File: src/verilog/ulfc_pkg.sv
// line format settings, field layout and oversampling constants
// shared by the format control top and its baud tick divider
`default_nettype none
package ulfc_pkg;

	// -------------------------------------------------------------
	// line format register layout, msb first
	// -------------------------------------------------------------
	typedef struct packed {
		logic dlab;
		logic brk;
		logic force_par;
		logic even;
		logic par_en;
		logic stop_long;
		logic [1:0] wlen;
	} ulfc_fmt_t;

	localparam logic [7:0] ULFC_FMT_RESET = 8'h00;
	localparam int ULFC_DIV_W = 16;

	// -------------------------------------------------------------
	// oversampling, 16 ticks per bit time
	// -------------------------------------------------------------
	localparam logic [5:0] ULFC_OS_LAST = 6'h0f;
	localparam logic [5:0] ULFC_OS_MID = 6'h07;
	localparam logic [5:0] ULFC_OS_STOP1 = 6'h0f;
	localparam logic [5:0] ULFC_OS_STOP15 = 6'h17;
	localparam logic [5:0] ULFC_OS_STOP2 = 6'h1f;
	localparam logic [2:0] ULFC_WLEN_BASE = 3'h4;
	localparam logic [1:0] ULFC_WLEN5 = 2'h0;

	typedef enum logic [2:0] {
		ST_IDLE, ST_START, ST_DATA, ST_PARITY, ST_STOP
	} ulfc_state_t;

	// index of the last data bit for a word length code
	function automatic logic [2:0] ulfc_last_bit(input logic [1:0] wl);
		ulfc_last_bit = ULFC_WLEN_BASE + {1'b0, wl};
	endfunction

	// parity bit for a character under the given format
	function automatic logic ulfc_parity(input ulfc_fmt_t f,
			input logic [7:0] d);
		logic [7:0] m;
		m = d & (8'hff >> (3'h3 - {1'b0, f.wlen}));
		if (f.force_par)
			ulfc_parity = ~f.even;
		else if (f.even)
			ulfc_parity = ^m;
		else
			ulfc_parity = ~^m;
	endfunction

	// last oversample count of the stop period
	function automatic logic [5:0] ulfc_stop_last(input ulfc_fmt_t f);
		if (!f.stop_long)
			ulfc_stop_last = ULFC_OS_STOP1;
		else if (f.wlen == ULFC_WLEN5)
			ulfc_stop_last = ULFC_OS_STOP15;
		else
			ulfc_stop_last = ULFC_OS_STOP2;
	endfunction

endpackage
`default_nettype wire

File: src/verilog/ulfc_baud_tick.sv
// 16x oversampling enable from the divisor value
// assumes the divisor comes from an external latch; 0 acts as 1
`default_nettype none
`timescale 1ns/10ps
module ulfc_baud_tick #(
	parameter int DIV_W = ulfc_pkg::ULFC_DIV_W
) (
	input wire logic ref_clk_in,
	input wire logic rst_in,
	input wire logic [DIV_W-1:0] div_in,
	output logic tick_out
);
	import ulfc_pkg::*;

	logic [DIV_W-1:0] cnt;
	logic [DIV_W-1:0] next_cnt;

	assign next_cnt = cnt + {{(DIV_W-1){1'b0}}, 1'b1};

	always_ff @(posedge ref_clk_in or posedge rst_in) begin
		if (rst_in) begin
			cnt <= '0;
			tick_out <= 1'b0;
		end else if (next_cnt >= div_in) begin
			cnt <= '0;
			tick_out <= 1'b1;
		end else begin
			cnt <= next_cnt;
			tick_out <= 1'b0;
		end
	end

endmodule
`default_nettype wire

File: src/verilog/uart_line_format_control.sv
// line format register with the transmit and receive framers it steers
// assumes a synchronous serial input and a divisor from outside
`default_nettype none
`timescale 1ns/10ps
// Behaviour
// - bit 7 opens divisor latch access
// - bit 6 holds transmit line low
// - bit 3 adds and checks parity
// - bit 4 picks even, else odd
// - bit 5 forces parity constant
// - bit 2 selects long transmit stop period; the receiver checks one stop bit
// - bits 1:0 give five to eight bits
module uart_line_format_control #(
	parameter int DIV_W = ulfc_pkg::ULFC_DIV_W
) (
	input wire logic ref_clk_in,
	input wire logic rst_in,
	input wire logic lfc_wr_in,
	input wire ulfc_pkg::ulfc_fmt_t lfc_wdata_in,
	output ulfc_pkg::ulfc_fmt_t lfc_rdata_out,
	output logic divisor_access_out,
	input wire logic [DIV_W-1:0] baud_div_in,
	input wire logic tx_valid_in,
	input wire logic [7:0] tx_data_in,
	output logic tx_ready_out,
	output logic tx_out,
	input wire logic rx_in,
	output logic rx_valid_out,
	output logic [7:0] rx_data_out,
	output logic rx_parity_err_out,
	output logic rx_frame_err_out
);
	import ulfc_pkg::*;

	// -------------------------------------------------------------
	// format register
	// -------------------------------------------------------------
	ulfc_fmt_t lfc;
	logic tick;

	always_ff @(posedge ref_clk_in or posedge rst_in) begin
		if (rst_in)
			lfc <= ULFC_FMT_RESET;
		else if (lfc_wr_in)
			lfc <= lfc_wdata_in;
	end

	assign lfc_rdata_out = lfc;
	assign divisor_access_out = lfc.dlab;

	ulfc_baud_tick #(.DIV_W(DIV_W)) u_ulfc_baud_tick (
		.ref_clk_in(ref_clk_in),
		.rst_in(rst_in),
		.div_in(baud_div_in),
		.tick_out(tick)
	);

	// -------------------------------------------------------------
	// transmit framer
	// -------------------------------------------------------------
	ulfc_state_t tx_state;
	ulfc_fmt_t tx_fmt;
	logic [5:0] tx_os;
	logic [2:0] tx_bit;
	logic [7:0] tx_shift;
	logic [7:0] tx_char;
	logic tx_par;
	logic tx_line;
	logic tx_end;

	always_comb begin
		if (tx_state == ST_STOP)
			tx_end = tick && (tx_os == ulfc_stop_last(tx_fmt));
		else
			tx_end = tick && (tx_os == ULFC_OS_LAST);
	end

	always_ff @(posedge ref_clk_in or posedge rst_in) begin
		if (rst_in) begin
			tx_state <= ST_IDLE;
			tx_fmt <= ULFC_FMT_RESET;
			tx_os <= '0;
			tx_bit <= '0;
			tx_shift <= '0;
			tx_char <= '0;
			tx_par <= 1'b0;
			tx_line <= 1'b1;
			tx_ready_out <= 1'b1;
		end else if (tx_state == ST_IDLE) begin
			if (tx_valid_in && tx_ready_out) begin
				tx_state <= ST_START;
				tx_fmt <= lfc;
				tx_shift <= tx_data_in;
				tx_char <= tx_data_in;
				tx_par <= ulfc_parity(lfc, tx_data_in);
				tx_os <= '0;
				tx_line <= 1'b0;
				tx_ready_out <= 1'b0;
			end
		end else if (tick) begin
			tx_os <= tx_end ? 6'h00 : tx_os + 6'h01;
			if (tx_end) begin
				unique case (tx_state)
				ST_START: begin
					tx_state <= ST_DATA;
					tx_bit <= '0;
					tx_line <= tx_shift[0];
				end
				ST_DATA: begin
					if (tx_bit == ulfc_last_bit(tx_fmt.wlen)) begin
						if (tx_fmt.par_en) begin
							tx_state <= ST_PARITY;
							tx_line <= tx_par;
						end else begin
							tx_state <= ST_STOP;
							tx_line <= 1'b1;
						end
					end else begin
						tx_bit <= tx_bit + 3'h1;
						tx_shift <= tx_shift >> 1;
						tx_line <= tx_shift[1];
					end
				end
				ST_PARITY: begin
					tx_state <= ST_STOP;
					tx_line <= 1'b1;
				end
				ST_STOP: begin
					tx_state <= ST_IDLE;
					tx_ready_out <= 1'b1;
				end
				default: tx_state <= ST_IDLE;
				endcase
			end
		end
	end

	// break overrides the line at once, without waiting for a frame end
	always_ff @(posedge ref_clk_in or posedge rst_in) begin
		if (rst_in)
			tx_out <= 1'b1;
		else
			tx_out <= tx_line && !lfc.brk;
	end

	// -------------------------------------------------------------
	// receive framer
	// -------------------------------------------------------------
	ulfc_state_t rx_state;
	ulfc_fmt_t rx_fmt;
	logic [5:0] rx_os;
	logic [2:0] rx_bit;
	logic [7:0] rx_shift;
	logic rx_perr;

	always_ff @(posedge ref_clk_in or posedge rst_in) begin
		if (rst_in) begin
			rx_state <= ST_IDLE;
			rx_fmt <= ULFC_FMT_RESET;
			rx_os <= '0;
			rx_bit <= '0;
			rx_shift <= '0;
			rx_perr <= 1'b0;
			rx_valid_out <= 1'b0;
			rx_data_out <= '0;
			rx_parity_err_out <= 1'b0;
			rx_frame_err_out <= 1'b0;
		end else begin
			rx_valid_out <= 1'b0;
			if (tick) begin
				rx_os <= rx_os + 6'h01;
				unique case (rx_state)
				ST_IDLE: begin
					rx_os <= '0;
					if (!rx_in) begin
						rx_state <= ST_START;
						rx_fmt <= lfc;
						rx_shift <= '0;
						rx_perr <= 1'b0;
					end
				end
				ST_START: begin
					if (rx_os == ULFC_OS_MID) begin
						rx_os <= '0;
						rx_bit <= '0;
						rx_state <= rx_in ? ST_IDLE : ST_DATA;
					end
				end
				ST_DATA: begin
					if (rx_os == ULFC_OS_LAST) begin
						rx_os <= '0;
						rx_shift[rx_bit] <= rx_in;
						rx_bit <= rx_bit + 3'h1;
						if (rx_bit == ulfc_last_bit(rx_fmt.wlen))
							rx_state <= rx_fmt.par_en ? ST_PARITY : ST_STOP;
					end
				end
				ST_PARITY: begin
					if (rx_os == ULFC_OS_LAST) begin
						rx_os <= '0;
						rx_perr <= rx_in != ulfc_parity(rx_fmt, rx_shift);
						rx_state <= ST_STOP;
					end
				end
				ST_STOP: begin
					if (rx_os == ULFC_OS_LAST) begin
						rx_os <= '0;
						rx_state <= ST_IDLE;
						rx_valid_out <= 1'b1;
						rx_data_out <= rx_shift;
						rx_parity_err_out <= rx_perr;
						rx_frame_err_out <= !rx_in;
					end
				end
				default: rx_state <= ST_IDLE;
				endcase
			end
		end
	end

	// -------------------------------------------------------------
	// checks
	// -------------------------------------------------------------
	a_dlab_write: assert property (@(posedge ref_clk_in) disable iff (rst_in)
		lfc_wr_in |=> divisor_access_out == $past(lfc_wdata_in.dlab))
		else $error("divisor access does not follow write");
	a_break_low: assert property (@(posedge ref_clk_in) disable iff (rst_in)
		lfc.brk |=> !tx_out)
		else $error("break set but line not low");
	a_parity_gate: assert property (@(posedge ref_clk_in) disable iff (rst_in)
		(tx_state == ST_PARITY || rx_state == ST_PARITY) |->
		(tx_state != ST_PARITY || tx_fmt.par_en) &&
		(rx_state != ST_PARITY || rx_fmt.par_en))
		else $error("parity slot without parity enabled");
	a_parity_sense: assert property (@(posedge ref_clk_in) disable iff (rst_in)
		(tx_state == ST_PARITY && !tx_fmt.force_par) |->
		tx_line == (tx_fmt.even ? ^(tx_char & (8'hff >> (3'h3 -
		{1'b0, tx_fmt.wlen}))) : ~^(tx_char & (8'hff >> (3'h3 -
		{1'b0, tx_fmt.wlen})))))
		else $error("wrong parity sense");
	a_parity_force: assert property (@(posedge ref_clk_in) disable iff (rst_in)
		(tx_state == ST_PARITY && tx_fmt.force_par) |->
		tx_line == !tx_fmt.even)
		else $error("forced parity wrong");
	a_stop_len: assert property (@(posedge ref_clk_in) disable iff (rst_in)
		(tx_state == ST_STOP) |-> tx_line &&
		tx_os <= (!tx_fmt.stop_long ? 6'h0f :
		(tx_fmt.wlen == 2'h0 ? 6'h17 : 6'h1f)))
		else $error("stop period too long or not high");
	a_word_len: assert property (@(posedge ref_clk_in) disable iff (rst_in)
		(tx_state == ST_DATA) |-> tx_bit <= 3'h4 + {1'b0, tx_fmt.wlen})
		else $error("data bit past word length");
	a_fmt_stable: assert property (@(posedge ref_clk_in) disable iff (rst_in)
		(tx_state != ST_IDLE && $past(tx_state) != ST_IDLE) |->
		$stable(tx_fmt))
		else $error("format changed mid frame");

endmodule
`default_nettype wire

File: config.mk
export PLATFORM = sky130hd
export DESIGN_NAME = uart_line_format_control
export DESIGN_NICKNAME = d
export VERILOG_FILES = /design/src/verilog/ulfc_pkg.sv /design/src/verilog/ulfc_baud_tick.sv /design/src/verilog/uart_line_format_control.sv
export SDC_FILE = /design/constraint.sdc
export NUM_CORES = 1
export LEC_CHECK = 0
export BUFFER_PORTS_ARGS = -buffer_cell sky130_fd_sc_hd__buf_2
export CORE_MARGIN = 2
export CORE_UTILIZATION = 59
export CTS_CLUSTER_SIZE = 16
export DETAILED_ROUTE_END_ITERATION = 10
export PLACE_DENSITY = 0.87
export REMOVE_ABC_BUFFERS = 1
export SLEW_MARGIN = 40
export SYNTH_ARGS = -nofsm -noshare
export SYNTH_HDL_FRONTEND = slang
export SYNTH_SLANG_ARGS = --single-unit
File: constraint.sdc
create_clock -name ref_clk_in -period 3.7 [get_ports ref_clk_in]
set_clock_uncertainty 0.1 [all_clocks]
set_input_delay 0.74 -clock ref_clk_in [delete_from_list [all_inputs] [get_ports ref_clk_in]]
set_output_delay 0.74 -clock ref_clk_in [all_outputs]
set_load 0.01 [all_outputs]
==> out/summary.txt, run 1 <==
PwrDens: 384 nW/um^2
Final #Nets: 623
DIE AREA: 9160 sq um
most frequent CP cell: a21o_1
area share of the largest cell type after synthesis: 43.9%
Worst setup SP type: register
Post-CTS Setup Inserts: 0
vias in the first global route: 3614
synth top area cells: dfrtp_1 (44%), mux2_2 (5.9%), ha_1 (5.3%)
FMAX: 0.331 GHz
register area: 2260 sq um
Final Max Slew Viols: 0
port bufs: 58
die height: 95.7 um
H-tree levels: 3
finished layout cell area: 5560 sq um
DRC errors left: 0
number of antenna violations at the first check in global routing: 0
area of the multi-input gates: 2510 sq um
CP Capture Type: register
fraction of registers with async set/reset: 100%
critical path class: reg -> reg
wirelength, routed: 10200 um
quantity of gates resized following cts: 0
post-synthesis sequential area ratio: 45.5%
critical path, cell by cell: nand3_1 -> inv_1 -> nand3_1 -> nor2_1 -> xor2_1 -> ha_1 -> a21o_1 -> a21o_1 -> a21oi_1 -> a21o_1 -> nand2_1 -> a21boi_0
share of cells above drive strength 1: 20.0%
Total Negative Setup Slacks: 0 ps
clk root buf: clkbuf_8
# hold bufs at CTS: 0
clk buf depth: 2
Critical R2R Launch: u_ulfc_baud_tick.cnt[0]$_DFF_PP0_
dpl cell area: 5310 sq um
row cnt: 33
Pleak: 2.71 nW
Vias: 3944
largest net degree at the start of global routing: 37
post-synth cell types: 53
vias per inst: 5.84
total grt overflow: 0
Slew @ Worst Pin: 630 ps
Relative slew margins: 58.0%
R2R cell count: 12
clock slew at reported path FFs: 100 ps
Avg Cell Area, Syn: 9.63 sq um
RSZ-0062 raised after global routing: false
critical path arrival: 3170 ps
Final HPWL DP: 7570 um
DR pass1 iterations: 5
top_reg_cell synth: dfrtp_1
Final setup viols: 0
Area Overhead vs Synth: 12.1%
Max-Cap Viols: 0
Critical path buffers and inverters: 1
cells after synthesis: 515
crit path max-delay cell type: dfrtp_1
Tcrit/Tclk final: 81.6%
status: finished, final reports clean
Final Hold Vio Count: 0
core area: 8180 sq um
ant diodes: 0
worst hold path type: in -> async
initial cell density of the core: 60.7%
Req. time, crit path: 3850 ps
Clock Sinks: 90
post-synth design cell area: 4960 sq um
Reg2Reg Setup Slack: 680 ps
clock buffer count from CTS: 9
Total GRT Usage: 23.6%
Yosys top cell by area: dfrtp_1
Max stage delay on crit path: 410 ps
worst skew pair latency: 360 ps
clock period minus worst slack: 3020 ps
Yosys warnings: 0
first-pass GRT wire length: 16800 um
CTS tree: yes
initial DRC count: 237
Max rail drop VDD: 0.000264 V
CP Max Fanout: 17
Inst Count DP: 659
I/O pins: 59
die width: 95.7 um
post-route insts no fill: 675
antenna-violating nets left: 0
Yosys reg bits: 90
Crit path depth: 12
Post-synth EDFFs: 0
DR WL/cell: 15.1 um
fillcell total: 591
Worst R2R End: u_ulfc_baud_tick.cnt[10]$_DFF_PP0_
GPL Wtd Cong: 0.856
CP delay by family, top: compound AO/OA/AOI/OAI gates
[routing by layer]
layer  global-route usage, %  part of all wire, %  vias up
met5                       0                    0        -
met4                    9.17                  1.7        0
met3                    3.79                  5.6       20
met2                    38.9                   49      137
met1                    31.4                   43     1898
li1                        -                    -     1889
[state kept, by name, indices dropped and copies added (netlist names), 5 cells and up]
signal / cells
tx_shift: 8
rx_fmt: 5
tx_os: 6
u_ulfc_baud_tick.cnt: 16
lfc_rdata_out: 7
rx_os: 6
rx_shift: 8
rx_data_out: 8
[worst register-to-register path, delay by kind of cell (launching register included)]
family                     cells  cell delay [ps]
and+or+nand+nor                4              810
buffers and inverters          1               90
AOI/OAI and AO/OA              5              990
DFF                            1              410
xor gates and xnor gates       1              240
adders and majority gates      1              300
[placed cells by master, fill, tap and decap left out, types with 21 or more instances in the layout]
master / n
a21oi_1: 23
buf_2: 58
dfrtp_1: 87
ha_1: 21
inv_1: 28
mux2_2: 26
nand2_1: 63
nor2_1: 35
o21ai_0: 41
xnor2_1: 22
[cell families (layout without fill, tap and decap cells)]
group                      count (synthesis)  count (layout)  share of synthesized area [%]
buffers and inverters                     51             106                           4.19
and+or+nand+nor                          167             167                           16.3
adders and majority gates                 21              21                           5.30
AOI/OAI and AO/OA                        120             120                           15.1
muxes                                     31              31                           6.91
xor gates and xnor gates                  35              35                           6.74
DFF                                       90              90                           45.5
[metrics by stage]
stage	hold slack (ps)	setup slack (ps)	util, %	total power [mW]
after CTS	339	681	67.9	2.15
final	329	680	68.0	2.13
after global placement	311	690	64.9	1.33
after global routing	362	281	68.0	2.24
after floorplan	338	530	-	1.25
after detailed placement	342	706	65.0	1.36
[worst max path at each step]
| stage | from | to | slack [ps] |
|---|---|---|---|
| after floorplan | rst_in | divisor_access_out$_DFFE_PP0P_ | 530 |
| after global placement | u_ulfc_baud_tick.cnt[7]$_DFF_PP0_ | u_ulfc_baud_tick.tick_out$_DFF_PP0_ | 690 |
| after detailed placement | u_ulfc_baud_tick.cnt[0]$_DFF_PP0_ | u_ulfc_baud_tick.cnt[10]$_DFF_PP0_ | 710 |
| after CTS | u_ulfc_baud_tick.cnt[0]$_DFF_PP0_ | u_ulfc_baud_tick.cnt[11]$_DFF_PP0_ | 680 |
| after global routing | u_ulfc_baud_tick.cnt[2]$_DFF_PP0_ | u_ulfc_baud_tick.cnt[11]$_DFF_PP0_ | 280 |
| final | u_ulfc_baud_tick.cnt[0]$_DFF_PP0_ | u_ulfc_baud_tick.cnt[10]$_DFF_PP0_ | 680 |
[cells in the mapped netlist (2+ instances only)]
library cell	number
a21boi_0	17
a21o_1	7
a21oi_1	23
a31oi_1	13
a32o_1	2
and2_1	2
and3_1	6
and3b_1	2
buf_4	2
clkbuf_1	18
dfrtp_1	87
dfstp_2	3
ha_1	21
inv_1	29
mux2_2	26
mux2i_1	5
nand2_1	63
nand2b_1	9
nand3_1	18
nand4_1	5
nor2_1	35
nor2b_1	3
nor3_1	8
nor3b_1	3
o2111ai_1	2
o211ai_1	2
o21ai_0	41
o22ai_1	2
o31ai_1	4
or3_1	2
xnor2_1	22
xnor3_1	2
xor2_1	11
[cell type report]
type | instances | share of cell area (%)
Sequential cell | 90 | 40.6
Tap cell | 105 | 2.36
Multi-Input combinational cell | 374 | 45.1
Clock inverter | 6 | 2.05
Clock buffer | 10 | 2.30
Timing Repair Buffer | 61 | 5.63
Inverter | 29 | 1.98
[where the power goes]
part,switching [mW],internal [mW],total [mW]
logic,0.150,0.119,0.270
clock network,0.340,0.451,0.791
registers,0.0463,1.03,1.07
total,0.536,1.60,2.13
Note: power is estimated with default switching activity, not from simulation.
==> inputs of run 2 (changes only) <==
- ABC_AREA: not set -> 1
- PLACE_DENSITY: 0.87 -> 0.86
- clock period: 3.7 -> 3 ns (I/O delays scaled with it)
==> run 2 against run 1 <==
Effect of this change:
- synthesized cell count increased by 34%
- hold slack lost 110 ps
- core utilization shrank 0.18 points
- first-iteration DRC count grew 10%
- non-clock buffer count is 1 lower
- area after synthesis rose by 6.0%
- combinational power grew 37%
- register-to-register slack got worse by 430 ps
- largest cell class unchanged
==> out/summary.txt, run 2 <==
die height: 98.4 um (+2.8%)
FMAX: 0.364 GHz (+9.8%)
largest net degree at the start of global routing: 91 (+150%)
DR pass1 iterations: 5 (unchanged)
Inst Count DP: 850 (+29%)
initial cell density of the core: 60.6% (-0.070 points)
Worst setup SP type: register
DRC errors left: 0 (unchanged)
Max stage delay on crit path: 420 ps (about the same)
Reg2Reg Setup Slack: 250 ps (-430 ps)
Final Hold Vio Count: 0 (unchanged)
H-tree levels: 3 (unchanged)
worst skew pair latency: 370 ps (about the same)
antenna-violating nets left: 0 (unchanged)
crit path max-delay cell type: dfrtp_1
max reg flops: 16 (unchanged)
crit path launch: u_ulfc_baud_tick.cnt[0]$_DFF_PP0_
clk root buf: clkbuf_8
area share of the largest cell type after synthesis: 41.4% (-2.5 points)
vias per inst: 5.35 (-8.4%)
Pleak: 3.17 nW (+17%)
CP Max Fanout: 17 (unchanged)
hold slack: 219 ps (-111 ps)
row cnt: 34 (+3.0%)
clock period minus worst slack: 2750 ps (-270 ps)
clock buffer count from CTS: 9 (unchanged)
worst slack, placed: 181 ps (-525 ps)
CTS tree: yes
critical path arrival: 2900 ps (-270 ps)
vias in the first global route: 4484 (+24%)
synth top area cells: dfrtp_1 (41%), nand2_1 (14%), inv_1 (7.1%)
DIE AREA: 9680 sq um (+5.8%)
Final #Nets: 811 (+30%)
R2R cell count: 17 (+5)
Req. time, crit path: 3150 ps (-700 ps)
Synth top cells by count: nand2_1 (193), inv_1 (100), dfrtp_1 (87)
clock slew at reported path FFs: 100 ps (about the same)
CP Capture Type: register
Slew @ Worst Pin: 513 ps (-116 ps)
Relative slew margins: 65.7% (+7.6 points)
Max rail drop VDD: 0.000246 V (-6.7%)
first-pass GRT wire length: 19600 um (+16%)
worst hold path type: in -> async
post-route insts no fill: 867 (+28%)
Yosys warnings: 0 (unchanged)
most common cell after layout, fill and taps aside: nand2_1
wirelength, routed: 11200 um (+10%)
critical path class: reg -> reg
Yosys reg bits: 90 (unchanged)
GPL Wtd Cong: 0.994 (+16%)
Total GRT Usage: 24.6% (+0.98 points)
core area: 8680 sq um (+6.2%)
share of cells above drive strength 1: 16.0% (-4.0 points)
Tcrit/Tclk final: 91.7% (+10 points)
most common cell in the netlist: nand2_1
most frequent CP cell: nand2_1
post-synth cell types: 40 (-25%)
I/O pins: 59 (unchanged)
Final Power: 2.53 mW (+19%)
Setup WS post-layout: 250 ps (-430 ps)
Yosys top cell by area: dfrtp_1
Critical R2R Launch: u_ulfc_baud_tick.cnt[0]$_DFF_PP0_
post-synth design cell area: 5260 sq um (+6.0%)
PwrDens: 430 nW/um^2 (+12%)
Final setup viols: 0 (unchanged)
Avg Cell Area, Syn: 7.62 sq um (-21%)
post-synthesis sequential area ratio: 42.9% (-2.6 points)
Clock Sinks: 90 (unchanged)
total grt overflow: 0 (unchanged)
Vias: 4641 (+18%)
cells after synthesis: 690 (+34%)
status: finished, final reports clean
initial DRC count: 261 (+10%)
port bufs: 58 (unchanged)
Worst R2R End: u_ulfc_baud_tick.cnt[9]$_DFF_PP0_
critical path, cell by cell: ha_1 -> nand2_1 -> nor2_2 -> nand3_1 -> nor2_1 -> nand2_1 -> nor2_2 -> or2_2 -> nand2_1 -> inv_1 -> ha_1 -> nand2_1 -> nor3_2 -> nand3_1 -> nand3_1 -> buf_6 -> nor2_1
clk buf depth: 2 (unchanged)
fraction of registers with async set/reset: 100% (unchanged)
number of antenna violations at the first check in global routing: 1 (+1)
die width: 98.4 um (+2.8%)
Final HPWL DP: 8410 um (+11%)
most frequent cells in the layout: nand2_1 (193), inv_1 (99), dfrtp_1 (87)
Top reg by flops: u_ulfc_baud_tick.cnt
top_reg_cell synth: dfrtp_1
Area Overhead vs Synth: 11.9%
DR WL/cell: 12.9 um (-14%)
# hold bufs at CTS: 0 (unchanged)
Final Max Slew Viols: 0 (unchanged)
Max-Cap Viols: 0 (unchanged)
Post-synth EDFFs: 0 (unchanged)
## run 2: changes by cell type in the layout (fill, tap and decap cells not counted), sizes merged, moves of 14 or more
cell / delta
nor2: +30
inv: +76
o21ai: +25
a31oi: -14
nand3: +37
mux2: -24
xnor2: -15
nand2: +137
a21boi: -17
## run 2: worst max-delay path by stage
stage	depth (start not counted)	slack [ps]	endpoint
finish	17	250	u_ulfc_baud_tick.cnt[9]$_DFF_PP0_
global route	17	-30	u_ulfc_baud_tick.cnt[9]$_DFF_PP0_
CTS	17	160	u_ulfc_baud_tick.cnt[9]$_DFF_PP0_
detailed placement	17	180	u_ulfc_baud_tick.cnt[9]$_DFF_PP0_
global placement	16	320	u_ulfc_baud_tick.cnt[9]$_DFF_PP0_
floorplan	1	-30	divisor_access_out$_DFFE_PP0P_
## run 2: critical path: cells and delay by family, from the launching register on
kind	cells	cell delay, ps
flip-flops	1	420
adder cells (fa/ha/maj)	2	500
buffers and inverters	2	230
AND/OR/NAND/NOR	13	1400
## run 2: cell type report
cell class	count	area [sq um]
Fill cell	727	2790
Inverter	106	407
Multi-Input combinational cell	486	2560
Sequential cell	90	2260
Tap cell	108	135
Clock buffer	9	124
Antenna cell	1	2.50
Clock inverter	7	77.6
Timing Repair Buffer	60	322
## run 2: per-layer routing
| metal | global-route usage [%] | vias up | share of wire (%) |
|---|---|---|---|
| met3 | 5.04 | 30 | 6.9 |
| met5 | 0 | - | 0 |
| met1 | 31.6 | 2141 | 42 |
| met4 | 9.27 | 0 | 2.7 |
| li1 | - | 2314 | - |
| met2 | 41.5 | 156 | 48 |
## run 2: logic make-up (layout without fill, tap and decap cells)
group	Yosys count	after routing	share of synthesized area, %
xor gates and xnor gates	24	24	4.00
adders and majority gates	21	21	5.00
and+or+nand+nor	344	344	29.0
AOI/OAI and AO/OA	95	95	10.1
muxes	2	2	0.428
buffers and inverters	114	182	8.57
other	0	1	0
DFF	90	90	42.9
## run 2: per-stage QoR
step                TNS, ps  util, %  area [sq um]
floorplan             -2640        -          5210
global placement          0     65.3          5670
detailed placement        0     65.3          5670
CTS                       0     67.6          5870
global route           -165     67.8          5880
finish                    0     67.8          5890
## run 2: timing repair
action                     in CTS  in global routing
hold endpoints to repair        0                  0
setup endpoints to repair       0                 17
setup buffers                   0                  0
gates resized for setup         0                  4
## run 2: power breakdown
group	internal, mW	switching (mW)	leakage (nW)	total, mW
Sequential	1.27	0.0467	1.18	1.32
Clock	0.392	0.453	0.0938	0.845
Combinational	0.143	0.227	1.90	0.369
Total	1.81	0.726	3.17	2.53
==> inputs of run 3 (changes only) <==
- CORE_UTILIZATION: 59 -> 53
- PLACE_DENSITY: 0.86 -> 0.82
- SLEW_MARGIN: 40 -> not set
- clock period: 3 -> 2.5 ns (I/O delays scaled with it)
==> run 3 against run 2 <==
Effect of this change:
- the flow now finishes with violations (negative setup slack)
- clock power rose by 12%
- combinational power rose by 86%
- cell count rose by 7.4%
- wire length rose by 17%
- cell area rose by 10%
- largest power group unchanged
==> out/summary.txt, run 3 (synthesized netlist as in run 2, its figures left out) <==
status: finished, violations left
failing checks: negative setup slack
H-tree levels: 3 (unchanged)
CP Capture Type: register
M2 GR Usage: 42.7% (+1.2 points)
Worst setup SP type: register
PwrDens: 497 nW/um^2 (+15%)
clk root buf: clkbuf_8
GR Util met3: 4.66% (-0.38 points)
critical path, cell by cell: nand2_1 -> nor2_1 -> nand4_1 -> nor2_4 -> xnor2_2 -> inv_1 -> ha_4 -> nand2_4 -> inv_2 -> nand3_4 -> nor3_4 -> nand2_2 -> nand3_4 -> buf_16 -> nor2_2
switch share: 29.6% (+0.90 points)
clock slew at reported path FFs: 90 ps (about the same)
vias in the first global route: 4885 (+8.9%)
initial cell density of the core: 54.3% (-6.3 points)
core area: 9680 sq um (+12%)
worst slack, placed: -229 ps (-409 ps)
# hold bufs at CTS: 0 (unchanged)
RSZ-0062 raised after global routing: true
vias per inst: 5.30 (-0.93%)
Final Hold Vio Count: 0 (unchanged)
DRC errors left: 0 (unchanged)
Total GRT Usage: 24.7% (+0.10 points)
Pleak: 3.40 nW (+7.3%)
DIE AREA: 10700 sq um (+11%)
P_sw: 0.954 mW (+31%)
Final #Nets: 852 (+5.1%)
CTS tree: yes
initial DRC count: 386 (+48%)
die height: 104 um (+5.3%)
port bufs: 58 (unchanged)
critical path arrival: 2980 ps (+80 ps)
Max rail drop VDD: 0.000283 V (+15%)
CP Max Fanout: 8 (-9)
Final setup viols: 17 (+17)
GPL Wtd Cong: 0.907 (-8.8%)
largest net degree at the start of global routing: 41 (-55%)
wirelength, routed: 13100 um (+17%)
clock buffer count from CTS: 9 (unchanged)
max reg flops: 16 (unchanged)
antenna-violating nets left: 0 (unchanged)
Reg2Reg Setup Slack: -330 ps (-580 ps)
Setup WS post-layout: -330 ps (-580 ps)
gr busiest metal: met2
clock period minus worst slack: 2830 ps (+79.6 ps)
DR WL/cell: 14.1 um (+9.3%)
hold slack: 49.0 ps (-170 ps)
Final Max Slew Viols: 0 (unchanged)
FMAX: 0.353 GHz (-2.8%)
total grt overflow: 0 (unchanged)
Clock Sinks: 90 (unchanged)
crit path launch: u_ulfc_baud_tick.cnt[7]$_DFF_PP0_
I/O pins: 59 (unchanged)
first-pass GRT wire length: 21900 um (+12%)
crit path max-delay cell type: dfrtp_2
combinational cell fraction of total power: 21.3% (+6.7 points)
most common cell after layout, fill and taps aside: nand2_1
Final Power: 3.22 mW (+27%)
internal power: 2.27 mW (+26%)
clk buf depth: 2 (unchanged)
die width: 104 um (+5.3%)
Area Overhead vs Synth: 23.4%
worst hold path type: in -> async
Top reg by flops: u_ulfc_baud_tick.cnt
Reg power frac: 49.4% (-2.7 points)
Max-Cap Viols: 0 (unchanged)
worst skew pair latency: 360 ps (about the same)
number of antenna violations at the first check in global routing: 0 (-1)
Slew @ Worst Pin: 518 ps (+4.78 ps)
M1 GR Usage: 31.0% (-0.56 points)
Vias: 4937 (+6.4%)
critical path class: reg -> reg
share of cells above drive strength 1: 24.9% (+9.0 points)
Final HPWL DP: 8830 um (+5.0%)
Critical R2R Launch: u_ulfc_baud_tick.cnt[7]$_DFF_PP0_
DR pass1 iterations: 5 (unchanged)
row cnt: 36 (+5.9%)
Tcrit/Tclk final: 113% (+22 points)
Max stage delay on crit path: 440 ps (+20 ps)
clock network fraction of design power: 29.3% (-4.1 points)
most frequent CP cell: nand3_4
Req. time, crit path: 2650 ps (-500 ps)
ant diodes: 0 (-1)
most frequent cells in the layout: nand2_1 (187), inv_1 (96), dfrtp_1 (86)
Relative slew margins: 65.4% (-0.26 points)
==> run 3: cell count changes in the layout (fill, tap and decap cells not counted), moves of 4 or more <==
cell	previous run	this run
nand2_1	193	187
ha_1	21	16
nor2_1	57	49
ha_4	0	4
nand3_1	51	45
nand2_2	2	7
buf_4	0	40
nor2_4	2	7
==> run 3: repair_timing <==
action	in CTS	in global routing
buffers inserted	11	6
setup endpoints to repair	17	17
pin swaps	4	14
resized for setup	35	22
gates cloned	1	0
==> run 3: area by class of cell <==
type | instances | area (sq um)
clock buffers | 12 | 165
clock inverters | 3 | 23.8
fillers | 760 | 3200
inverters | 106 | 407
multi-input cells | 486 | 2810
flip-flops and latches | 90 | 2260
well taps | 133 | 166
repair buffers | 101 | 658
==> run 3: power groups by stage <==
stage	sequential, mW	combinational [mW]	clock [mW]
final	1.59	0.686	0.944
after global routing	1.60	0.763	1.02
after CTS	1.58	0.613	0.953
after detailed placement	1.60	0.563	0
after global placement	1.60	0.539	0
after floorplan	1.60	0.296	0
==> run 3: path summary, 6_finish.rpt <==
kind	end	cells past startpoint
max	u_ulfc_baud_tick.cnt[4]$_DFF_PP0_	15
min	rx_data_out[2]$_DFFE_PP0P_	2
max reg2reg	u_ulfc_baud_tick.cnt[4]$_DFF_PP0_	15
min reg2reg	tx_out$_DFF_PP1_	2
max in group asynchronous	tx_ready_out$_DFFE_PP1P_	3
min in group ref_clk_in	lfc_rdata_out[3]$_DFFE_PP0P_	3
==> run 3: critical path: cells and delay by family, from the launching register on <==
kind	cells	cell delay, ps
DFF	1	440
buffers and inverters	3	320
adders and majority gates	1	310
and+or+nand+nor	10	1400
xor gates and xnor gates	1	140
==> run 3: through the flow <==
step | instances | util (%) | cell area (sq um) | TNS (ps)
after floorplan | 682 | - | 5210 | -39280
after global placement | 898 | 60.8 | 5880 | -1610
after detailed placement | 898 | 60.8 | 5880 | -3640
after CTS | 925 | 65.3 | 6320 | -652
after global routing | 931 | 67.0 | 6490 | -7280
final | 931 | 67.0 | 6490 | -5310
==> run 3: layer usage <==
metal  share of wire [%]  vias up
met5                   0        -
met4                 2.8        0
met3                 5.1       38
met2                  50      181
met1                  42     2319
li1                    -     2399
